`src/rtl/spcb_pkg.sv`:
```
// constants and state type of the serial client with select and transmit buffer
package spcb_pkg;

    // ------------------------------------------------------------------
    // register indices (byte address is four times the index)
    // ------------------------------------------------------------------
    localparam int unsigned IDX_CONTROL_A         = 0;
    localparam int unsigned IDX_CONTROL_B         = 1;
    localparam int unsigned IDX_INTERRUPT_ENABLES = 2;
    localparam int unsigned IDX_INTERRUPT_FLAGS   = 3;
    localparam int unsigned IDX_SERIAL_DATA       = 4;
    localparam int unsigned IDX_LAST              = IDX_SERIAL_DATA;

    // ------------------------------------------------------------------
    // field positions
    // ------------------------------------------------------------------
    localparam int unsigned CA_ENABLE    = 0;
    localparam int unsigned CA_LSB_FIRST = 6;
    localparam int unsigned CB_MODE_LO   = 0;
    localparam int unsigned CB_WAIT_RCV  = 6;
    localparam int unsigned CB_BUF_ON    = 7;
    localparam int unsigned EN_SINGLE    = 0;
    localparam int unsigned FL_XFER      = 7;
    localparam int unsigned FL_WRCOLL    = 6;
    localparam int unsigned FL_RCV_DONE  = 7;
    localparam int unsigned FL_XFER_DONE = 6;
    localparam int unsigned FL_BUF_EMPTY = 5;
    localparam int unsigned FL_SEL_TRIG  = 4;

    // ------------------------------------------------------------------
    // reset values
    // ------------------------------------------------------------------
    localparam logic [7:0] RST_CONTROL_A = 8'h00;
    localparam logic [7:0] RST_CONTROL_B = 8'h00;
    localparam logic [7:0] RST_INT_EN    = 8'h00;
    localparam logic [7:0] RST_INT_FLAGS = 8'h00;
    localparam logic [7:0] RST_DATA      = 8'h00;

    // ------------------------------------------------------------------
    // transfer modes and bus codes
    // ------------------------------------------------------------------
    localparam logic [1:0] MODE_RISE_SAMPLE = 2'h0;
    localparam logic [1:0] MODE_RISE_SETUP  = 2'h1;
    localparam logic [1:0] MODE_FALL_SAMPLE = 2'h2;
    localparam logic [1:0] MODE_FALL_SETUP  = 2'h3;
    localparam logic [1:0] HTRANS_NONSEQ    = 2'h2;
    localparam logic [2:0] BIT_LAST         = 3'h7;

    // ------------------------------------------------------------------
    // timing
    // ------------------------------------------------------------------
    localparam int unsigned CLK_PERIOD_PS     = 10000;
    localparam int unsigned EVT_MIN_PERIODS   = 2;
    localparam int unsigned EVT_MIN_CYC       = EVT_MIN_PERIODS;

    // ------------------------------------------------------------------
    // state of the main block
    // ------------------------------------------------------------------
    typedef struct packed {
        logic [7:0]  control_a;
        logic [7:0]  control_b;
        logic [7:0]  int_en;
        logic [7:0]  flags;
        logic [7:0]  shift;
        logic [7:0]  tx_buf;
        logic        tx_full;
        logic        sh_full;
        logic [7:0]  rx_data;
        logic [2:0]  bit_cnt;
        logic        miso_bit;
        logic        sck_d;
        logic        sel_d;
        logic        done_d1;
        logic        done_d2;
        logic        dp_valid;
        logic        dp_write;
        logic        dp_hit;
        logic [2:0]  dp_idx;
        logic [31:0] rdata;
        logic        evt;
        logic        irq;
    } spcb_state_t;

    typedef struct packed {
        logic [7:0] s1;
        logic [7:0] s2;
    } spcb_sync_t;

endpackage : spcb_pkg

```
`src/rtl/spcb_sync.sv`:
```
// two-flop synchroniser for the serial pins
`timescale 1ns/1ps
`default_nettype none
module spcb_sync
    import spcb_pkg::*;
#(
    parameter int unsigned W = 3
) (
    input  wire logic         clk_in,
    input  wire logic         rst_n_in,
    input  wire logic [W-1:0] d_in,
    output logic      [W-1:0] q_out
);
    spcb_sync_t st_r;
    spcb_sync_t st_nxt;

    initial begin
        if (W < 1 || W > 8) begin
            $error("spcb_sync: width must be 1 to 8");
        end
    end

    // ------------------------------------------------------------------
    // per-bit stages
    // ------------------------------------------------------------------
    always_comb begin
        st_nxt = st_r;
        st_nxt.s1 = '0;
        st_nxt.s2 = '0;
        st_nxt.s1[W-1:0] = d_in;
        st_nxt.s2[W-1:0] = st_r.s1[W-1:0];
    end

    always_ff @(posedge clk_in or negedge rst_n_in) begin
        if (!rst_n_in) begin
            st_r <= '0;
        end else begin
            st_r <= st_nxt;
        end
    end

    genvar gi;
    generate
        for (gi = 0; gi < W; gi++) begin : g_bit
            assign q_out[gi] = st_r.s2[gi];
        end
    endgenerate
endmodule : spcb_sync
`default_nettype wire

```
`src/rtl/spcb_client.sv`:
```
// serial client with select handling, transmit buffer and register slave
//
// Chosen here: the AHB-Lite interface to the registers.
`timescale 1ns/1ps
`default_nettype none
module spcb_client
    import spcb_pkg::*;
#(
    parameter int unsigned DATA_W = 8
) (
    input  wire logic        REF_CLK_IN,
    input  wire logic        RST_B_IN,
    input  wire logic        HSEL_IN,
    input  wire logic [31:0] HADDR_IN,
    input  wire logic [1:0]  HTRANS_IN,
    input  wire logic        HWRITE_IN,
    input  wire logic [2:0]  HSIZE_IN,
    input  wire logic [31:0] HWDATA_IN,
    input  wire logic        HREADY_IN,
    output logic      [31:0] HRDATA_OUT,
    output logic             HREADYOUT_OUT,
    output logic             HRESP_OUT,
    input  wire logic        SCK_IN,
    input  wire logic        MOSI_IN,
    input  wire logic        SEL_B_IN,
    input  wire logic        PORT_MISO_DIR_IN,
    output logic             MISO_OUT,
    output logic             MISO_OE_OUT,
    output logic             EVT_SCK_OUT,
    output logic             IRQ_OUT
);
    initial begin
        if (DATA_W != 8) begin
            $error("spcb_client: only byte transfers are supported");
        end
    end

    // ------------------------------------------------------------------
    // reset release and pin synchronisers
    // ------------------------------------------------------------------
    logic rst_meta_r;
    logic rst_n;
    always_ff @(posedge REF_CLK_IN or negedge RST_B_IN) begin
        if (!RST_B_IN) begin
            rst_meta_r <= 1'b0;
            rst_n      <= 1'b0;
        end else begin
            rst_meta_r <= 1'b1;
            rst_n      <= rst_meta_r;
        end
    end

    logic [2:0] pins_s;
    spcb_sync #(.W(3)) u_sync (
        .clk_in   (REF_CLK_IN),
        .rst_n_in (rst_n),
        .d_in     ({SEL_B_IN, MOSI_IN, SCK_IN}),
        .q_out    (pins_s)
    );
    logic sck_s;
    logic mosi_s;
    logic sel_b_s;
    assign sck_s   = pins_s[0];
    assign mosi_s  = pins_s[1];
    assign sel_b_s = pins_s[2];

    spcb_state_t st_r;
    spcb_state_t st_nxt;

    // ------------------------------------------------------------------
    // serial edge decode
    // ------------------------------------------------------------------
    logic       enabled;
    logic       buf_on;
    logic       wait_rcv;
    logic       lsb_first;
    logic [1:0] mode;
    logic       sel;
    logic       sel_fall;
    logic       rise;
    logic       fall;
    logic       sample_on_rise;
    logic       samp_e;
    logic       setup_e;
    logic       done;
    logic       tx_bit;
    logic [7:0] shifted;
    assign enabled   = st_r.control_a[CA_ENABLE];
    assign lsb_first = st_r.control_a[CA_LSB_FIRST];
    assign buf_on    = st_r.control_b[CB_BUF_ON];
    assign wait_rcv  = st_r.control_b[CB_WAIT_RCV];
    assign mode      = st_r.control_b[CB_MODE_LO +: 2];
    assign sel       = enabled & ~sel_b_s;
    assign sel_fall  = sel & ~st_r.sel_d;
    assign rise      = sck_s & ~st_r.sck_d;
    assign fall      = ~sck_s & st_r.sck_d;
    assign sample_on_rise = (mode == MODE_RISE_SAMPLE) || (mode == MODE_FALL_SETUP);
    assign samp_e    = sel & (sample_on_rise ? rise : fall);
    assign setup_e   = sel & (sample_on_rise ? fall : rise);
    assign done      = samp_e && (st_r.bit_cnt == BIT_LAST);
    assign tx_bit    = lsb_first ? st_r.shift[0] : st_r.shift[7];
    assign shifted   = lsb_first ? {mosi_s, st_r.shift[7:1]} : {st_r.shift[6:0], mosi_s};

    // ------------------------------------------------------------------
    // bus decode
    // ------------------------------------------------------------------
    logic       accept;
    logic       hit_a;
    logic       wr_now;
    logic [7:0] wbyte;
    logic       wr_data;
    logic       busy;
    assign accept  = HSEL_IN & HTRANS_IN[1] & HREADY_IN;
    assign hit_a   = (HADDR_IN[1:0] == 2'h0) && (HADDR_IN[31:5] == 27'h0)
                     && (32'(HADDR_IN[4:2]) <= IDX_LAST);
    assign wr_now  = st_r.dp_valid & st_r.dp_write & st_r.dp_hit;
    assign wbyte   = HWDATA_IN[7:0];
    assign wr_data = wr_now && (32'(st_r.dp_idx) == IDX_SERIAL_DATA);
    assign busy    = sel && ((st_r.bit_cnt != 3'h0) || samp_e);

    function automatic logic [7:0] eff_flags(input spcb_state_t s);
        logic [7:0] f;
        f = s.flags;
        f[FL_BUF_EMPTY] = s.control_b[CB_BUF_ON] & ~s.tx_full;
        return f;
    endfunction

    function automatic logic irq_of(input spcb_state_t s);
        logic [7:0] f;
        f = eff_flags(s);
        if (s.control_b[CB_BUF_ON]) begin
            return |(f[7:4] & s.int_en[7:4]);
        end
        return s.int_en[EN_SINGLE] & (f[FL_XFER] | f[FL_WRCOLL]);
    endfunction

    // ------------------------------------------------------------------
    // next state
    // ------------------------------------------------------------------
    always_comb begin
        logic [7:0] set_f;
        set_f = 8'h00;
        st_nxt = st_r;
        st_nxt.sck_d   = sck_s;
        st_nxt.sel_d   = sel;
        st_nxt.done_d1 = done & buf_on;
        // transfer complete only when no held byte was reloaded
        st_nxt.done_d2 = st_r.done_d1 & ~st_r.sh_full;
        st_nxt.evt     = sck_s;

        // serial engine
        if (!sel) begin
            st_nxt.bit_cnt = 3'h0;
            if (st_r.bit_cnt != 3'h0) begin
                st_nxt.sh_full = 1'b0;
            end
        end else if (samp_e) begin
            st_nxt.shift   = shifted;
            st_nxt.bit_cnt = st_r.bit_cnt + 3'h1;
        end
        // leading edge decides setup in modes 1 and 3
        if (setup_e || (!mode[0] && st_r.bit_cnt == 3'h0)) begin
            st_nxt.miso_bit = tx_bit;
        end
        if (done) begin
            st_nxt.rx_data = shifted;
            st_nxt.sh_full = 1'b0;
            if (!buf_on) begin
                set_f[FL_XFER] = 1'b1;
            end else if (st_r.tx_full) begin
                st_nxt.shift   = st_r.tx_buf;
                st_nxt.tx_full = 1'b0;
                st_nxt.sh_full = 1'b1;
            end
        end
        // user data ready before first clock
        // only the first byte passes; later ones wait, else unsent data is lost
        if (buf_on && wait_rcv && sel_b_s && st_r.tx_full && !st_r.sh_full) begin
            st_nxt.shift   = st_r.tx_buf;
            st_nxt.tx_full = 1'b0;
            st_nxt.sh_full = 1'b1;
        end

        // flag pipeline shared by both wait settings
        if (buf_on) begin
            set_f[FL_SEL_TRIG] = sel_fall;
            set_f[FL_RCV_DONE] = st_r.done_d1;
            set_f[FL_XFER_DONE] = st_r.done_d2 & ~st_r.tx_full;
        end

        // register writes, data phase
        if (wr_now) begin
            case (st_r.dp_idx)
                3'(IDX_CONTROL_A):         st_nxt.control_a = wbyte;
                3'(IDX_CONTROL_B):         st_nxt.control_b = wbyte;
                3'(IDX_INTERRUPT_ENABLES): st_nxt.int_en = wbyte;
                // write one to clear; sets below win
                3'(IDX_INTERRUPT_FLAGS):   st_nxt.flags = st_r.flags & ~wbyte;
                default: ;
            endcase
        end
        if (wr_data) begin
            if (buf_on) begin
                if (!st_r.tx_full) begin
                    st_nxt.tx_buf  = wbyte;
                    st_nxt.tx_full = 1'b1;
                end
            end else if (busy) begin
                set_f[FL_WRCOLL] = 1'b1;
            end else begin
                st_nxt.shift = wbyte;
            end
        end
        st_nxt.flags = st_nxt.flags | set_f;
        st_nxt.flags[FL_BUF_EMPTY] = 1'b0;

        // address phase capture, read data registered for the data phase
        st_nxt.dp_valid = accept;
        st_nxt.dp_write = HWRITE_IN;
        st_nxt.dp_hit   = hit_a;
        st_nxt.dp_idx   = HADDR_IN[4:2];
        st_nxt.rdata    = 32'h0;
        if (accept && !HWRITE_IN && hit_a) begin
            case (HADDR_IN[4:2])
                3'(IDX_CONTROL_A):         st_nxt.rdata[7:0] = st_r.control_a;
                3'(IDX_CONTROL_B):         st_nxt.rdata[7:0] = st_r.control_b;
                3'(IDX_INTERRUPT_ENABLES): st_nxt.rdata[7:0] = st_r.int_en;
                3'(IDX_INTERRUPT_FLAGS):   st_nxt.rdata[7:0] = eff_flags(st_r);
                3'(IDX_SERIAL_DATA):       st_nxt.rdata[7:0] = st_r.rx_data;
                default:                   st_nxt.rdata = 32'h0;
            endcase
        end

        // one request line for both flag sets
        st_nxt.irq = irq_of(st_nxt);
    end

    always_ff @(posedge REF_CLK_IN or negedge rst_n) begin
        if (!rst_n) begin
            st_r           <= '0;
            st_r.control_a <= RST_CONTROL_A;
            st_r.control_b <= RST_CONTROL_B;
            st_r.int_en    <= RST_INT_EN;
            st_r.flags     <= RST_INT_FLAGS;
            st_r.shift     <= RST_DATA;
            st_r.tx_buf    <= RST_DATA;
            st_r.rx_data   <= RST_DATA;
        end else begin
            st_r <= st_nxt;
        end
    end

    // ------------------------------------------------------------------
    // outputs
    // ------------------------------------------------------------------
    // zero wait states; every access answers okay
    assign HRDATA_OUT    = st_r.rdata;
    assign HREADYOUT_OUT = 1'b1;
    assign HRESP_OUT     = 1'b0;
    assign MISO_OUT      = st_r.miso_bit;
    // drive only when selected and direction is output
    assign MISO_OE_OUT   = st_r.sel_d & PORT_MISO_DIR_IN;
    // level event, host keeps levels above two periods
    assign EVT_SCK_OUT   = st_r.evt;
    assign IRQ_OUT       = st_r.irq;

    logic buf_wr_free;
    logic buf_wr_full;
    assign buf_wr_free = wr_data && buf_on && !st_r.tx_full;
    assign buf_wr_full = wr_data && buf_on && st_r.tx_full && !done;
endmodule : spcb_client
`default_nettype wire

```
`config.mk`:
```
export PLATFORM = sky130hd
export DESIGN_NAME = spcb_client
export DESIGN_NICKNAME = d
export VERILOG_FILES = /design/src/rtl/spcb_pkg.sv /design/src/rtl/spcb_sync.sv /design/src/rtl/spcb_client.sv
export SDC_FILE = /design/constraint.sdc
export NUM_CORES = 1
export LEC_CHECK = 0
export ABC_AREA = 1
export BUFFER_PORTS_ARGS = -buffer_cell sky130_fd_sc_hd__buf_2
export CAP_MARGIN = 5
export CORE_ASPECT_RATIO = 0.9
export CORE_UTILIZATION = 53
export DETAILED_ROUTE_END_ITERATION = 7
export PLACE_DENSITY = 0.8
export SLEW_MARGIN = 0
export SYNTH_ARGS = -nofsm -noshare
export SYNTH_HDL_FRONTEND = slang
export SYNTH_SLANG_ARGS = --single-unit
```
`constraint.sdc`:
```
create_clock -name REF_CLK_IN -period 3.8 [get_ports REF_CLK_IN]
set_clock_uncertainty 0.2 [all_clocks]
set_input_delay 0.19 -clock REF_CLK_IN [delete_from_list [all_inputs] [get_ports REF_CLK_IN]]
set_output_delay 0.19 -clock REF_CLK_IN [all_outputs]
set_load 0.01 [all_outputs]
```
==> impl_metrics.yaml <==
synthesis:
  synth_seq_area_share_pct: 50.3
  synth_top_area_share_pct: 50.3
  ys_types: 37
  synth_seq_cells: 88
  synth_area_leaders: "dfrtp_1 50%, nand2_1 11%, buf_4 5.8%"
  synth_top_area_cell: "dfrtp_1"
  synth_area_mm2: 0.00438
  ys_warn_count: 0
  syn_avg_cell_area_um2: 8.46
  syn_inst: 517
finish:
  fin_cells: 697
  synthToLayoutAreaGrowth_pct: 14.9
  layout-drive-gt1-share_pct: 17.7
  nets: 674
  antenna_cells: 0
die:
  start_util_pct: 54.5
  fp-row-count: 31
  die_area_mm2: 0.00862
  ios: 116
  fp.dieW_um: 97.8
  fp.coreArea_mm2: 0.00803
  die_h_um: 88.2
global_routing:
  overflow: 0
  first_global_vias: 3460
  antenna_found_initial: 0
  grt_first_pass_wirelength_mm: 16.8
  track_usage_pct: 25.3
  grt_max_degree: 87
power:
  seq_power_share_pct: 51.1
  pwr-share-clk_pct: 34.0
  p_int_w: 0.00151
  swShare_pct: 27.5
  peakVddDrop_mv: 0.236
  net-switching-power_w: 0.000575
  combPwrFrac_pct: 14.9
  power_density_mw_per_mm2: 415
  p_leak_nw: 2.82
run:
  maxCapViolCount: 0
routing:
  drt-total-wl_mm: 10.2
  drtPass1Iterations: 7
  drt_iter0_markers: 423
  routed_via_density: 5.28
  antenna_left: 0
  drc: 8
  vias: 3683
  wl_per_cell_um: 14.6
run_status:
  failed_checks: "DRC"
  status: "finished with violations"
timing:
  rsz0062_at_grt: "no"
  slew_headroom_pct: 16.0
  period_needed_ps: 2890
  setup_viol: 0
  max_freq_mhz: 346
  final_max_slew_viol_count: 0
  hold_ws_ps: 153
  hold_viol: 0
  fin_crit_sh_pct: 76.0
  worst_pin_slew_ps: 1250
  setup_tns_ps: 0
worst_setup_path:
  path_buf_inv: 5
  cp.arrival_ps: 2980
  worstSetupPathType: "input pin to register"
  critPathRequiredTime_ps: 3890
  cp_max_fo: 2
  critPathTopFamily: "buffers and inverters"
  end_kind: "register"
  cp-startpoint: "HADDR_IN[15]"
  critPathSlowestCell: "dlygate4sd3_1"
  path_common_cell: "dlygate4sd3_1"
  crit-reg2reg-launch: "st_r[35]"
  path_cells: "dlygate4sd3_1 -> buf_2 -> nor4_1 -> dlygate4sd3_1 -> nand4_1 -> dlygate4sd3_1 -> nor2_1 -> dlygate4sd3_1"
  cpPeakStageDelay_ps: 590
  start_kind: "input pin"
clocking:
  cts_buffer_depth: 2
  numCtsBuffers: 9
  cts_root_buffer: "clkbuf_8"
  cts_sinks: 88
  ctsHtreeMaxLevel: 3
  clk_pin_slew_worst_paths_ps: 80
  worst_skew_pair.late_latency_ps: 350
  cts_tree: "done"
  cts.repair.resized: 0
place:
  hpwl_mm: 7.41
  placedCellCount: 658
  place.gp.congestion: 0.911
  io_buffers: 61
min_path:
  hp-start: "u_sync.st_nxt[2]"
  hold_class: "register to register"
-- cells in the mapped netlist (all sizes together) --
master	instances
buf	42
conb	2
nand2	139
nor4	4
a31oi	1
o211ai	2
dfrtp	88
nor2	42
ha	3
a21oi	7
and3	1
a311oi	3
o22ai	15
inv	73
o31ai	1
o21ai	47
clkbuf	2
nand3	19
nand3b	3
nand4	11
a22o	2
or3	1
nor3	9
-- stage by stage --
step                      instance area (um^2)  util [%]  worst slack [ps]  total power (W)
after floorplan                           4470         -               967          0.00129
after global placement                    4570      57.0              1800          0.00136
after detailed placement                  4570      57.0              1740          0.00137
after CTS                                 5030      62.6               982          0.00209
after global routing                      5030      62.6               768          0.00219
final                                     5030      62.6               911          0.00209
-- sequential cells by signal, indices dropped and copies added (netlist names) --
name	cells
EVT_SCK_OUT	1
HRDATA_OUT	8
IRQ_OUT	1
MISO_OUT	1
buf_on	1
enabled	1
lsb_first	1
mode	2
rst_meta_r	1
rst_n	1
st_r	64
u_sync.q_out	3
u_sync.st_nxt	3
-- kinds of logic after synthesis --
family	Yosys count	synth area share [%]
other cells	2	0.172
fa+ha+maj	3	0.858
buf+inv	117	13.8
compound gates	78	10.8
flops	88	50.3
simple gates	229	24.1
-- metal layers --
layer / GRT usage (%) / vias up / part of all wire, % / wire, um
met2: 41.3 / 168 / 48 / 4870
met3: 5.91 / 15 / 8.1 / 829
li1: - / 1746 / - / -
met5: 0 / - / 0 / 0
met1: 34.4 / 1754 / 43 / 4370
met4: 6.61 / 0 / 1.2 / 125
-- cells in the final DEF, fill, tap and decap left out, types with 3 or more instances in the layout --
cell type / synthesis / final
nand2_1: 133 / 133
dfrtp_1: 88 / 87
inv_1: 68 / 68
buf_2: 4 / 61
nor2_1: 39 / 39
o21ai_0: 35 / 35
conb_1: 2 / 27
dlygate4sd3_1: 0 / 23
nand3_1: 15 / 15
o22ai_1: 15 / 15
nand4_1: 11 / 11
clkbuf_8: 0 / 10
o21ai_2: 9 / 9
nor3_1: 8 / 8
a21oi_1: 7 / 7
inv_2: 4 / 4
nand2_4: 4 / 4
nand3_2: 3 / 3
o21ai_1: 3 / 3
nor4_1: 3 / 3
nand3b_1: 3 / 3
a311oi_1: 3 / 3
ha_1: 3 / 3
-- worst reg2reg max path, cell delays in order (launching register included) --
cell	delay, ps
dfrtp_1	450
nor2_1	140
nand2_1	90
or3_1	670
nand3_1	220
nand2_1	70
nor2_1	110
nor2_1	60
-- what timing repair did --
action                                 4_1_cts  5_1_grt
endpoints found under the hold margin       40        0
buffers inserted                             0        0
hold buffers                                23        0
-- worst paths after layout --
path                                   end  slack (ps)  depth (start not counted)
min in group asynchronous         st_r[36]         320                          0
setup / recovery                  st_r[37]         910                          8
hold reg to reg            u_sync.q_out[2]         150                          0
setup reg to reg                   IRQ_OUT        1690                          7
max in group asynchronous    HRDATA_OUT[7]        2380                          0
hold / removal             u_sync.q_out[2]         150                          0
-- power by group through the flow --
stage          sequential, W  combinational (W)  clock (W)
5_1_grt              0.00108           0.000349   0.000760
4_1_cts              0.00107           0.000304   0.000723
3_3_place_gp         0.00108           0.000276          0
2_1_floorplan        0.00107           0.000222          0
3_5_place_dp         0.00108           0.000284          0
6_report             0.00107           0.000311   0.000710
-- layout make-up --
| cell class | instances | area (um^2) |
|---|---|---|
| well taps | 99 | 124 |
| fillers | 665 | 3000 |
| clock inverters | 5 | 81.3 |
| clock buffers | 11 | 141 |
| multi-input cells | 337 | 1660 |
| repair buffers | 84 | 536 |
| inverters | 73 | 277 |
| flip-flops and latches | 88 | 2210 |
Note: power is estimated with default switching activity, not from simulation.
